## config.mk

```make
export PLATFORM = sky130hd
export DESIGN_NAME = bpo_port
export DESIGN_NICKNAME = d
export VERILOG_FILES = /design/src/verilog/bpo_pkg.sv /design/src/verilog/bpo_port.sv
export SDC_FILE = /design/constraint.sdc
export NUM_CORES = 1
export LEC_CHECK = 0
export BUFFER_PORTS_ARGS = -buffer_cell sky130_fd_sc_hd__buf_4
export CAP_MARGIN = 10
export CORE_UTILIZATION = 40
export DETAILED_ROUTE_END_ITERATION = 10
export MAX_ROUTING_LAYER = met4
export PLACE_DENSITY_LB_ADDON = 0.25
export SETUP_SLACK_MARGIN = 0.02
export SYNTH_ARGS = -nofsm -noshare
export SYNTH_HDL_FRONTEND = slang
export SYNTH_SLANG_ARGS = --single-unit
```

## constraint.sdc

```tcl
create_clock -name clk_i -period 4.6 [get_ports clk_i]
set_input_delay 0.92 -clock clk_i [delete_from_list [all_inputs] [get_ports clk_i]]
set_output_delay 0.92 -clock clk_i [all_outputs]
set_load 0.02 [all_outputs]
```

## src/verilog/bpo_pkg.sv

```systemverilog
// Register map and field constants for the two-port pin block
package bpo_pkg;
	localparam int          BPO_AW            = 4;
	localparam logic [3:0]  BPO_A_C_PIN       = 4'h0;
	localparam logic [3:0]  BPO_A_C_LAT       = 4'h1;
	localparam logic [3:0]  BPO_A_C_DIR       = 4'h2;
	localparam logic [3:0]  BPO_A_D_PIN       = 4'h3;
	localparam logic [3:0]  BPO_A_D_LAT       = 4'h4;
	localparam logic [3:0]  BPO_A_D_DIR       = 4'h5;
	localparam logic [3:0]  BPO_A_MEM_CTRL    = 4'h6;
	localparam logic [3:0]  BPO_A_PSP_CTRL    = 4'h7;
	localparam logic [3:0]  BPO_A_CFG         = 4'h8;
	localparam logic [7:0]  BPO_DIR_RST       = 8'hff;
	localparam logic [7:0]  BPO_ZERO          = 8'h00;
	localparam int          BPO_EXT_BUS_DIS_B = 7;
	localparam int          BPO_PSP_EN_B      = 4;
	localparam int          BPO_CCP2_SEL_B    = 0;
	localparam logic [7:0]  BPO_MEM_RST       = 8'h80;
	localparam logic [7:0]  BPO_CFG_RST       = 8'h01;
	localparam int          BPO_C_TOSO_B      = 0;
	localparam int          BPO_C_TOSI_B      = 1;
	localparam int          BPO_C_CCP1_B      = 2;
	localparam int          BPO_C_SCK_B       = 3;
	localparam int          BPO_C_SDI_B       = 4;
	localparam int          BPO_C_SDO_B       = 5;
	localparam int          BPO_C_TX_B        = 6;
	localparam int          BPO_C_RX_B        = 7;
	typedef enum logic [1:0] {BPO_D_GPIO, BPO_D_EXTBUS, BPO_D_PSP} bpo_dmode_e;
endpackage

```

## src/verilog/bpo_port.sv

```systemverilog
// Two 8-bit bidirectional ports with peripheral overrides and mode muxing
//
// The placing of the registers and the plain strobed port were decided locally.
module bpo_port
	import bpo_pkg::*;
#(
	parameter int W = 8
) (
	// Clock and reset
	input  wire logic          clk_i,
	input  wire logic          rst_i,
	// Register port
	input  wire logic [3:0]    addr_i,
	input  wire logic [W-1:0]  wdata_i,
	input  wire logic          wr_i,
	input  wire logic          rd_i,
	output logic      [W-1:0]  rdata_o,
	// First port pins
	input  wire logic [W-1:0]  pc_in_i,
	output logic      [W-1:0]  pc_out_o,
	output logic      [W-1:0]  pc_oe_n_o,
	// First port peripheral functions, per pin
	input  wire logic [W-1:0]  pc_per_en_i,
	input  wire logic [W-1:0]  pc_per_out_i,
	input  wire logic [W-1:0]  pc_per_drive_i,
	output logic      [W-1:0]  pc_per_in_o,
	output logic               ccp2_in_o,
	input  wire logic          ccp2_en_i,
	input  wire logic          ccp2_out_i,
	input  wire logic          ccp2_drive_i,
	// Second port pins
	input  wire logic [W-1:0]  pd_in_i,
	output logic      [W-1:0]  pd_out_o,
	output logic      [W-1:0]  pd_oe_n_o,
	// External bus low byte
	input  wire logic [W-1:0]  xb_out_i,
	input  wire logic          xb_drive_i,
	output logic      [W-1:0]  xb_in_o,
	// Parallel slave handshake from outside logic
	input  wire logic          ps_rd_n_i,
	input  wire logic          ps_wr_n_i,
	input  wire logic          ps_cs_n_i,
	input  wire logic [W-1:0]  ps_out_i,
	output logic      [W-1:0]  ps_in_o,
	output logic               ps_mode_o
);
	logic [W-1:0] c_lat_q, c_dir_q, c_pin_q;
	logic [W-1:0] d_lat_q, d_dir_q, d_pin_q;
	logic [7:0]   mem_q, psp_q, cfg_q;
	logic [W-1:0] c_eff_dir, d_eff_dir;
	logic [W-1:0] c_drv, d_drv;
	logic         ccp2_on;
	bpo_dmode_e   d_mode;

	function automatic logic wr_at(input logic [3:0] a);
		wr_at = wr_i && (addr_i == a);
	endfunction

	// No reset on latch or pin sample, so contents survive resets
	always_ff @(posedge clk_i) begin
		if (wr_at(BPO_A_C_LAT) || wr_at(BPO_A_C_PIN)) begin
			c_lat_q <= wdata_i;
		end
		if (wr_at(BPO_A_D_LAT) || wr_at(BPO_A_D_PIN)) begin
			d_lat_q <= wdata_i;
		end
		c_pin_q <= pc_in_i;
		d_pin_q <= pd_in_i;
	end

	always_ff @(posedge clk_i or posedge rst_i) begin
		if (rst_i) begin
			c_dir_q <= BPO_DIR_RST;
			d_dir_q <= BPO_DIR_RST;
			mem_q   <= BPO_MEM_RST;
			psp_q   <= BPO_ZERO;
			cfg_q   <= BPO_CFG_RST;
		end else begin
			if (wr_at(BPO_A_C_DIR)) begin
				c_dir_q <= wdata_i;
			end
			if (wr_at(BPO_A_D_DIR)) begin
				d_dir_q <= wdata_i;
			end
			if (wr_at(BPO_A_MEM_CTRL)) begin
				mem_q <= wdata_i;
			end
			if (wr_at(BPO_A_PSP_CTRL)) begin
				psp_q <= wdata_i;
			end
			if (wr_at(BPO_A_CFG)) begin
				cfg_q <= wdata_i;
			end
		end
	end

	// Capture two lands on bit 1 only with the select bit set
	assign ccp2_on = ccp2_en_i && cfg_q[BPO_CCP2_SEL_B];

	always_comb begin
		c_eff_dir = c_dir_q;
		c_drv     = c_lat_q;
		for (int i = 0; i < W; i++) begin
			if (pc_per_en_i[i]) begin
				c_eff_dir[i] = ~pc_per_drive_i[i];
				c_drv[i]     = pc_per_out_i[i];
			end
		end
		if (ccp2_on) begin
			c_eff_dir[BPO_C_TOSI_B] = ~ccp2_drive_i;
			c_drv[BPO_C_TOSI_B]     = ccp2_out_i;
		end
	end

	// Oe low means driving: one in direction tristates
	assign pc_oe_n_o   = c_eff_dir;
	assign pc_out_o    = c_drv;
	assign pc_per_in_o = c_pin_q;
	assign ccp2_in_o   = c_pin_q[BPO_C_TOSI_B] & cfg_q[BPO_CCP2_SEL_B];

	always_comb begin
		if (!mem_q[BPO_EXT_BUS_DIS_B]) begin
			d_mode = BPO_D_EXTBUS;
		end else if (psp_q[BPO_PSP_EN_B]) begin
			d_mode = BPO_D_PSP;
		end else begin
			d_mode = BPO_D_GPIO;
		end
	end

	always_comb begin
		case (d_mode)
			BPO_D_EXTBUS: begin
				d_eff_dir = {W{~xb_drive_i}};
				d_drv     = xb_out_i;
			end
			BPO_D_PSP: begin
				// Drive only during an outside read cycle
				// A host write keeps the pins released so its data can be sampled
				d_eff_dir = {W{ps_rd_n_i | ps_cs_n_i | ~ps_wr_n_i}};
				d_drv     = ps_out_i;
			end
			default: begin
				d_eff_dir = d_dir_q;
				d_drv     = d_lat_q;
			end
		endcase
	end

	assign pd_oe_n_o = d_eff_dir;
	assign pd_out_o  = d_drv;
	assign xb_in_o   = d_pin_q;
	assign ps_in_o   = d_pin_q;
	assign ps_mode_o = (d_mode == BPO_D_PSP);

	always_ff @(posedge clk_i or posedge rst_i) begin
		if (rst_i) begin
			rdata_o <= BPO_ZERO;
		end else if (rd_i) begin
			if (addr_i == BPO_A_C_PIN) begin
				rdata_o <= c_pin_q;
			end else if (addr_i == BPO_A_C_LAT) begin
				rdata_o <= c_lat_q;
			end else if (addr_i == BPO_A_C_DIR) begin
				rdata_o <= c_dir_q;
			end else if (addr_i == BPO_A_D_PIN) begin
				rdata_o <= d_pin_q;
			end else if (addr_i == BPO_A_D_LAT) begin
				rdata_o <= d_lat_q;
			end else if (addr_i == BPO_A_D_DIR) begin
				rdata_o <= d_dir_q;
			end else if (addr_i == BPO_A_MEM_CTRL) begin
				rdata_o <= mem_q;
			end else if (addr_i == BPO_A_PSP_CTRL) begin
				rdata_o <= psp_q;
			end else if (addr_i == BPO_A_CFG) begin
				rdata_o <= cfg_q;
			end else begin
				rdata_o <= BPO_ZERO;
			end
		end else begin
			rdata_o <= BPO_ZERO;
		end
	end

	property p_dir_in;
		@(posedge clk_i) disable iff (rst_i)
		(pc_per_en_i == BPO_ZERO && !ccp2_en_i) |-> pc_oe_n_o == c_dir_q;
	endproperty
	a_dir_in: assert property (p_dir_in) else $error("tristate not per direction");

	property p_drive_lat;
		@(posedge clk_i) disable iff (rst_i)
		(pc_per_en_i == BPO_ZERO && !ccp2_en_i) |-> (pc_out_o & ~c_dir_q) == (c_lat_q & ~c_dir_q);
	endproperty
	a_drive_lat: assert property (p_drive_lat) else $error("latch not on pins");

	property p_lat_rb;
		@(posedge clk_i) disable iff (rst_i)
		(wr_i && addr_i == BPO_A_C_LAT) ##1 (rd_i && addr_i == BPO_A_C_LAT && !wr_i)
		|=> rdata_o == $past(wdata_i, 2);
	endproperty
	a_lat_rb: assert property (p_lat_rb) else $error("latch readback wrong");

	property p_dir_rst;
		@(posedge clk_i) $fell(rst_i) |-> c_dir_q == BPO_DIR_RST && d_dir_q == BPO_DIR_RST;
	endproperty
	a_dir_rst: assert property (p_dir_rst) else $error("direction reset wrong");

	property p_override;
		@(posedge clk_i) disable iff (rst_i)
		!ccp2_on |-> (pc_oe_n_o & pc_per_en_i) == (~pc_per_drive_i & pc_per_en_i);
	endproperty
	a_override: assert property (p_override) else $error("override ignored");

	property p_dir_clean;
		@(posedge clk_i) disable iff (rst_i)
		(!wr_i || addr_i != BPO_A_C_DIR) |=> c_dir_q == $past(c_dir_q);
	endproperty
	a_dir_clean: assert property (p_dir_clean) else $error("direction changed");

	property p_ccp2;
		@(posedge clk_i) disable iff (rst_i)
		(ccp2_en_i && cfg_q[BPO_CCP2_SEL_B]) |-> pc_out_o[BPO_C_TOSI_B] == ccp2_out_i;
	endproperty
	a_ccp2: assert property (p_ccp2) else $error("capture two not on bit1");

	property p_extbus;
		@(posedge clk_i) disable iff (rst_i)
		!mem_q[BPO_EXT_BUS_DIS_B] |-> pd_out_o == xb_out_i;
	endproperty
	a_extbus: assert property (p_extbus) else $error("bus byte missing");

	property p_pinrd;
		@(posedge clk_i) disable iff (rst_i)
		(rd_i && addr_i == BPO_A_C_PIN) |=> rdata_o == $past(pc_in_i, 2);
	endproperty
	a_pinrd: assert property (p_pinrd) else $error("pin read wrong");

	property p_psp_rd;
		@(posedge clk_i) disable iff (rst_i)
		(ps_mode_o && !ps_cs_n_i && !ps_rd_n_i && ps_wr_n_i)
		|-> pd_oe_n_o == {W{1'b0}} && pd_out_o == ps_out_i;
	endproperty
	a_psp_rd: assert property (p_psp_rd) else $error("slave read not driven");

	// A host write must find the pins released, or the two would fight
	property p_psp_wr;
		@(posedge clk_i) disable iff (rst_i)
		(ps_mode_o && !ps_wr_n_i) |-> pd_oe_n_o == {W{1'b1}};
	endproperty
	a_psp_wr: assert property (p_psp_wr) else $error("slave write met a driver");

	property p_d_gpio;
		@(posedge clk_i) disable iff (rst_i)
		(mem_q[BPO_EXT_BUS_DIS_B] && !psp_q[BPO_PSP_EN_B]) |-> pd_oe_n_o == d_dir_q;
	endproperty
	a_d_gpio: assert property (p_d_gpio) else $error("second port not per direction");

	property p_d_lat;
		@(posedge clk_i) disable iff (rst_i)
		(mem_q[BPO_EXT_BUS_DIS_B] && !psp_q[BPO_PSP_EN_B])
		|-> (pd_out_o & ~d_dir_q) == (d_lat_q & ~d_dir_q);
	endproperty
	a_d_lat: assert property (p_d_lat) else $error("second latch not on pins");

	property p_ext_dir;
		@(posedge clk_i) disable iff (rst_i)
		!mem_q[BPO_EXT_BUS_DIS_B] |-> pd_oe_n_o == {W{~xb_drive_i}};
	endproperty
	a_ext_dir: assert property (p_ext_dir) else $error("bus direction wrong");

	property p_dir_rd;
		@(posedge clk_i) disable iff (rst_i)
		(rd_i && addr_i == BPO_A_C_DIR) |=> rdata_o == $past(c_dir_q);
	endproperty
	a_dir_rd: assert property (p_dir_rd) else $error("direction read wrong");

	property p_ser;
		@(posedge clk_i) disable iff (rst_i)
		(pc_per_en_i[BPO_C_TX_B] && pc_per_drive_i[BPO_C_TX_B])
		|-> pc_out_o[BPO_C_TX_B] == pc_per_out_i[BPO_C_TX_B];
	endproperty
	a_ser: assert property (p_ser) else $error("transceiver clock not on pin");

	// Read data stand one cycle only, so stale values never leak out
	property p_rd_idle;
		@(posedge clk_i) disable iff (rst_i)
		!rd_i |=> rdata_o == BPO_ZERO;
	endproperty
	a_rd_idle: assert property (p_rd_idle) else $error("read data held over");

	c_psp:  cover property (@(posedge clk_i) ps_mode_o && !ps_rd_n_i && !ps_cs_n_i);
	c_ovr:  cover property (@(posedge clk_i) pc_per_en_i != BPO_ZERO);
	c_xbus: cover property (@(posedge clk_i) d_mode == BPO_D_EXTBUS && xb_drive_i);
	c_pswr: cover property (@(posedge clk_i) ps_mode_o && !ps_wr_n_i && !ps_cs_n_i);
	c_btb:  cover property (@(posedge clk_i) wr_i ##1 rd_i);
endmodule

```

==> impl_metrics.yaml, run 1 <==
timing:
  timing.clock.skew_ns: 0.0126
  hold_slack_ns: 0.508
  layout_setup_ws_ns: 1.57
  unrepaired_setup_endpoints_after_global_routing: "no"
  slew_violations: 0
  timing.setup.tns_ns: 0
  max_freq_ghz: 0.330
  final_setup_violations: 0
  min_period_over_period_pct: 65.8
  tightest_pin_transition_ns: 1.00
  slew-limit-headroom_pct: 33.0
  timing.final.hold_violations: 0
  finalWorstPathRequiredPeriod_ns: 3.03
final_layout:
  areaGrowthSynthToFinish_pct: 31.0
  seq_area_um2: 2020
  nets: 597
  postLayoutCoreUtil_pct: 54.5
  area_of_combinational_cells_with_multiple_inputs_um2: 1910
  antenna-diode-count: 0
  fin_cells: 656
  num-fill-cells: 884
  fraction_of_layout_cells_with_a_size_suffix_above_1_pct: 45.5
  final_design_area_no_fill_um2: 5370
run:
  max_cap_viol_count: 0
synth:
  netlist_top_cells_count: "mux2_2, nand2_1, a21oi_1"
  synthCells: 390
  synth-async-reset-ratio_pct: 60.0
  synthesis.yosys.warnings: 0
  synth_edf_count: 16
  post_synth_num_cell_types: 44
  synth_most_common_cell: "mux2_2"
  yosys.area.top_type: "dfrtp_1"
  syn-cell-area_um2: 4100
  synthesis.nets: 469
  synth_top_flop_cell: "dfrtp_1"
  ys_top_cells_by_area: "dfrtp_1, mux2_2, edfxtp_1"
  ys_ff_latch: 80
  synth_sequential_area_ratio_pct: 49.4
  synth_top_area_share_pct: 18.3
  avgSynthCellArea_um2: 10.5
critical_path:
  critPathSlowestCell: "dfstp_2"
  crit_path_start_kind: "flop"
  worstSetupPathType: "flop to primary output"
  cpMostUsedCell: "nand2_1"
  nature_of_the_critical_path_endpoint: "primary output"
  crit_path_max_fanout: 22
  max_stage_delay_ns: 0.79
  critPathBufInv: 1
  cpLargestDelayFamily: "simple AND/OR/NAND/NOR gates"
  critical_path_cell_list: "nor2b_1 > nand2_1 > nand2_1 > buf_4"
  cp_required_ns: 3.68
  worst_ep_arrival_time_ns: 2.11
clock_tree:
  postCtsSetupRepairBufs: 0
  clock_sinks: 80
  cts.path.max_buffers: 2
  cts_tree: "done"
  cts_repair_resize_count: 0
  root_buffer: "clkbuf_8"
  clk_pin_slew_ns: 0.09
  clk_latency_ns: 0.36
  cts_hold_buf: 0
  cts_made_buffers: 9
  cts.htree.levels: 3
pwr:
  totalPowerFinal_mw: 1.93
  total_power_density_per_cell_area_nw_per_um2: 360
  ir_drop_v: 0.000160
  power.static_leakage_nw: 2.35
drt:
  detail_route.drc_violations: 0
  wl_met1_um: 4910
  routed_wire_length_per_instance_um: 17.5
  drt-vias-per-instance: 5.39
  postRouteAntennaNets: 0
  via_count: 3535
  met2_length_um: 5510
  topRoutingLayerUsed: "met4"
  finalWirelength_um: 11500
  wl_met3_um: 888
  detail_route.iter0.violations: 252
  drt_pass_1_iters: 5
floorplan:
  ios: 145
  die_width_um: 103
  die_height_um: 103
  core-area_um2: 9860
  dieArea_um2: 10700
  num_rows: 36
  starting_utilization_of_the_core_area_pct: 41.6
placed_design:
  numPortBuffers: 144
  dp.cells: 640
  place_congestion: 0.877
  hpwlAfterDp_um: 8230
  dp_slack_ns: 1.62
  placed_area_um2: 5210
global_routing:
  residual_overflow_from_global_routing: 0
  grt_max_degree: 53
  via_count_of_the_first_global_routing_pass: 3285
  grt_antenna_before_repair: 0
  grt_util_all_layers_pct: 22.7
  grt_pass1_wl_um: 17300
worst_hold_path:
  min_path_type: "flop to flop"
status:
  status: "complete, no violations"
-- sequential cells by signal, summed over array words and instances (netlist names) --
name         cells
mem_q            8
pc_per_in_o      8
c_dir_q          8
d_dir_q          8
ps_in_o          8
d_lat_q          8
cfg_q            8
psp_q            8
rdata_o          8
c_lat_q          8
-- layer usage --
metal / GRT usage (%) / up-vias
met5: - / -
met4: 7.48 / 0
met3: 4.30 / 15
met2: 35.1 / 150
met1: 30.0 / 1721
li1: - / 1649
-- power by group --
part | total, mW | switching, mW | internal (mW)
clock | 0.455 | 0.261 | 0.193
combinational | 0.536 | 0.270 | 0.266
sequential | 0.942 | 0.0936 | 0.848
-- area by class of cell --
class / instances / area share [%]
sequential: 80 / 37.7
clock buffer: 10 / 2.37
inverter: 5 / 0.349
timing repair buffer: 145 / 20.3
clock inverter: 6 / 0.675
tap: 133 / 3.10
multi-input combinational: 277 / 35.6
-- kinds of logic (layout without fill, tap and decap cells) --
family,Yosys count,count (layout),synth area share (%)
AO/OA/AOI/OAI,100,100,15.2
buffers and inverters,33,166,4.03
flip-flops,80,80,49.4
multiplexers,62,62,16.6
AND/OR/NAND/NOR,115,115,14.8
-- cell usage in the layout (no fill, tap or decap), types with 4 or more instances in the layout --
cell type  count
and2_1         4
nor3b_1        6
o31ai_1        4
mux2_2        48
dfrtp_1       30
clkbuf_8       9
o21ai_0       28
dfxtp_1       16
or3b_2         4
buf_4        145
a21oi_1       32
a31oi_1        4
nand2b_1       9
edfxtp_1      16
o211ai_1       5
nor2b_1       12
a2bb2oi_1      4
a22o_1         8
dfstp_2       18
nor2_1        27
nand2_1       37
mux2i_1       14
-- worst paths after layout --
path                                           start              endpoint  slack (ns)  cells after the start
min in group asynchronous                      rst_i  mem_q[4]$_DFFE_PP0P_        0.80                      2
worst max-delay path            mem_q[7]$_DFFE_PP1P_          pd_oe_n_o[1]        1.57                      4
max in group asynchronous                      rst_i  rdata_o[6]$_DFF_PP0_        3.17                      2
worst min-delay path            mem_q[1]$_DFFE_PP0P_  mem_q[1]$_DFFE_PP0P_        0.51                      1
worst min register to register  mem_q[1]$_DFFE_PP0P_  mem_q[1]$_DFFE_PP0P_        0.51                      1
worst max register to register  psp_q[4]$_DFFE_PP0P_  rdata_o[4]$_DFF_PP0_        2.97                      4
No activity file was read; power rests on OpenSTA's default activity.
==> inputs of run 2 (changes only) <==
==> constraint.sdc (replaced) <==
create_clock -name clk_i -period 3 [get_ports clk_i]
set_input_delay 0.6 -clock clk_i [delete_from_list [all_inputs] [get_ports clk_i]]
set_output_delay 0.6 -clock clk_i [all_outputs]
set_load 0.02 [all_outputs]
==> run 2 against run 1 <==
  * Wire length up 1.9%
  * Combinational power up 54%
  * Die area unchanged
  * Clock skew down 0.0050 ns
  * Hold slack worse by 0.17 ns
  * Total power up 61%
  * Highest routed layer unchanged
==> impl_metrics.yaml, run 2 (synthesized netlist as in run 1, its figures left out) <==
critical_path:
  crit_path_max_fanout: 22
  crit_path_start_kind: "flop"
  reg2reg_slack_ns: 1.44
  critical_path.endpoint: "pd_oe_n_o[4]"
  worstSetupPathType: "flop to primary output"
  timing.rr.end: "rdata_o[4]$_DFF_PP0_"
  worst_ep_arrival_time_ns: 1.98
  reg2regPathDepth: 4
  nature_of_the_critical_path_endpoint: "primary output"
  timing.rr.start: "psp_q[4]$_DFFE_PP0P_"
  crit_path_start: "mem_q[7]$_DFFE_PP1P_"
  cp_required_ns: 2.40
drt:
  drt-vias-per-instance: 5.41
  routed_wire_length_per_instance_um: 17.7
  finalWirelength_um: 11700
  drt_pass_1_iters: 7
  detail_route.iter0.violations: 240
  detail_route.drc_violations: 0
  via_count: 3568
  postRouteAntennaNets: 0
global_routing:
  grt_busiest_layer: "met2"
  global_route.usage.met1_pct: 30.3
  residual_overflow_from_global_routing: 0
  grt_util_all_layers_pct: 23.2
  grtUsageMet2_pct: 35.6
  via_count_of_the_first_global_routing_pass: 3279
  grt_max_degree: 49
  grt_pass1_wl_um: 17500
  global_route.usage.met3_pct: 3.70
  grt_antenna_before_repair: 0
final_layout:
  most_frequent_standard_cell_in_the_layout_excluding_fill_and_tap_cells: "buf_4"
  seq_area_um2: 2020
  num-fill-cells: 873
  layout_common_cells: "buf_4, mux2_2, nand2_1"
  fraction_of_layout_cells_with_a_size_suffix_above_1_pct: 46.0
  nets: 600
  antenna-diode-count: 0
  final_design_area_no_fill_um2: 5440
  fin_cells: 659
  area_of_combinational_cells_with_multiple_inputs_um2: 1910
  areaGrowthSynthToFinish_pct: 32.6
floorplan:
  ios: 145
  starting_utilization_of_the_core_area_pct: 41.6
  core-area_um2: 9860
  die_width_um: 103
  die_height_um: 103
  dieArea_um2: 10700
  num_rows: 36
pwr:
  ir_drop_v: 0.000298
  power.static_leakage_nw: 2.39
  total_power_density_per_cell_area_nw_per_um2: 572
timing:
  timing.clock.skew_ns: 0.00763
  unrepaired_setup_endpoints_after_global_routing: "no"
  timing.setup.tns_ns: 0
  tightest_pin_transition_ns: 1.02
  finalWorstPathRequiredPeriod_ns: 2.58
  min_period_over_period_pct: 85.9
  slew_violations: 0
  max_freq_ghz: 0.388
  layout_setup_ws_ns: 0.422
  timing.final.hold_violations: 0
  slew-limit-headroom_pct: 32.2
  final_setup_violations: 0
clock_tree:
  postCtsSetupRepairBufs: 0
  clk_latency_ns: 0.36
  cts.htree.levels: 3
  cts_made_buffers: 9
  root_buffer: "clkbuf_8"
  cts.path.max_buffers: 2
  cts_repair_resize_count: 0
  clk_pin_slew_ns: 0.09
  cts_hold_buf: 0
  clock_sinks: 80
  cts_tree: "done"
placed_design:
  hpwlAfterDp_um: 8760
  dp_slack_ns: 0.750
  place_congestion: 0.887
  numPortBuffers: 144
  dp.cells: 643
  placed_area_um2: 5230
worst_hold_path:
  min_path_type: "input port to flop"
run:
  max_cap_viol_count: 0
status:
  status: "complete, no violations"
-- run 2: final cells by class --
| type | instances | area share [%] |
|---|---|---|
| Multi-Input combinational cell | 277 | 35.2 |
| Clock buffer | 10 | 2.53 |
| Inverter | 5 | 0.345 |
| Clock inverter | 6 | 1.22 |
| Sequential cell | 80 | 37.2 |
| Tap cell | 133 | 3.06 |
| Timing Repair Buffer | 148 | 20.4 |
-- run 2: worst min path at each step --
stage	start	cells past startpoint	slack, ns	endpoint
after CTS	pd_in_i[2]	1	0.33	ps_in_o[2]$_DFF_P_
after detailed placement	psp_q[7]$_DFFE_PP0P_	1	0.50	psp_q[7]$_DFFE_PP0P_
final	pc_in_i[3]	1	0.34	pc_per_in_o[3]$_DFF_P_
after floorplan	psp_q[1]$_DFFE_PP0P_	1	0.47	psp_q[1]$_DFFE_PP0P_
after global placement	psp_q[5]$_DFFE_PP0P_	1	0.49	psp_q[5]$_DFFE_PP0P_
after global routing	pd_in_i[7]	1	0.32	ps_in_o[7]$_DFF_P_
-- run 2: worst max-delay path, stage by stage, from the launching register on --
cell and delay (ns):
dfstp_2 0.79, nor2_1 0.09, a31oi_1 0.25, buf_4 0.21, nand2_1 0.11, buf_4 0.18
-- run 2: where the power goes --
group	total (mW)	switching (mW)	internal, mW
clock	0.821	0.411	0.411
combinational	0.825	0.412	0.413
sequential	1.46	0.162	1.30
-- run 2: stage by stage --
stage	total power, mW	hold slack [ns]	utilization [%]
detailed placement	2.31	0.496	53.0
finish	3.11	0.337	55.1
floorplan	1.93	0.472	-
CTS	3.12	0.327	55.1
global placement	2.29	0.486	53.0
global route	3.26	0.319	55.1
-- run 2: metal layers --
layer	wire (um)	up-vias
met5	0	-
met3	623	23
met4	280	0
met1	5100	1740
li1	-	1672
met2	5680	133
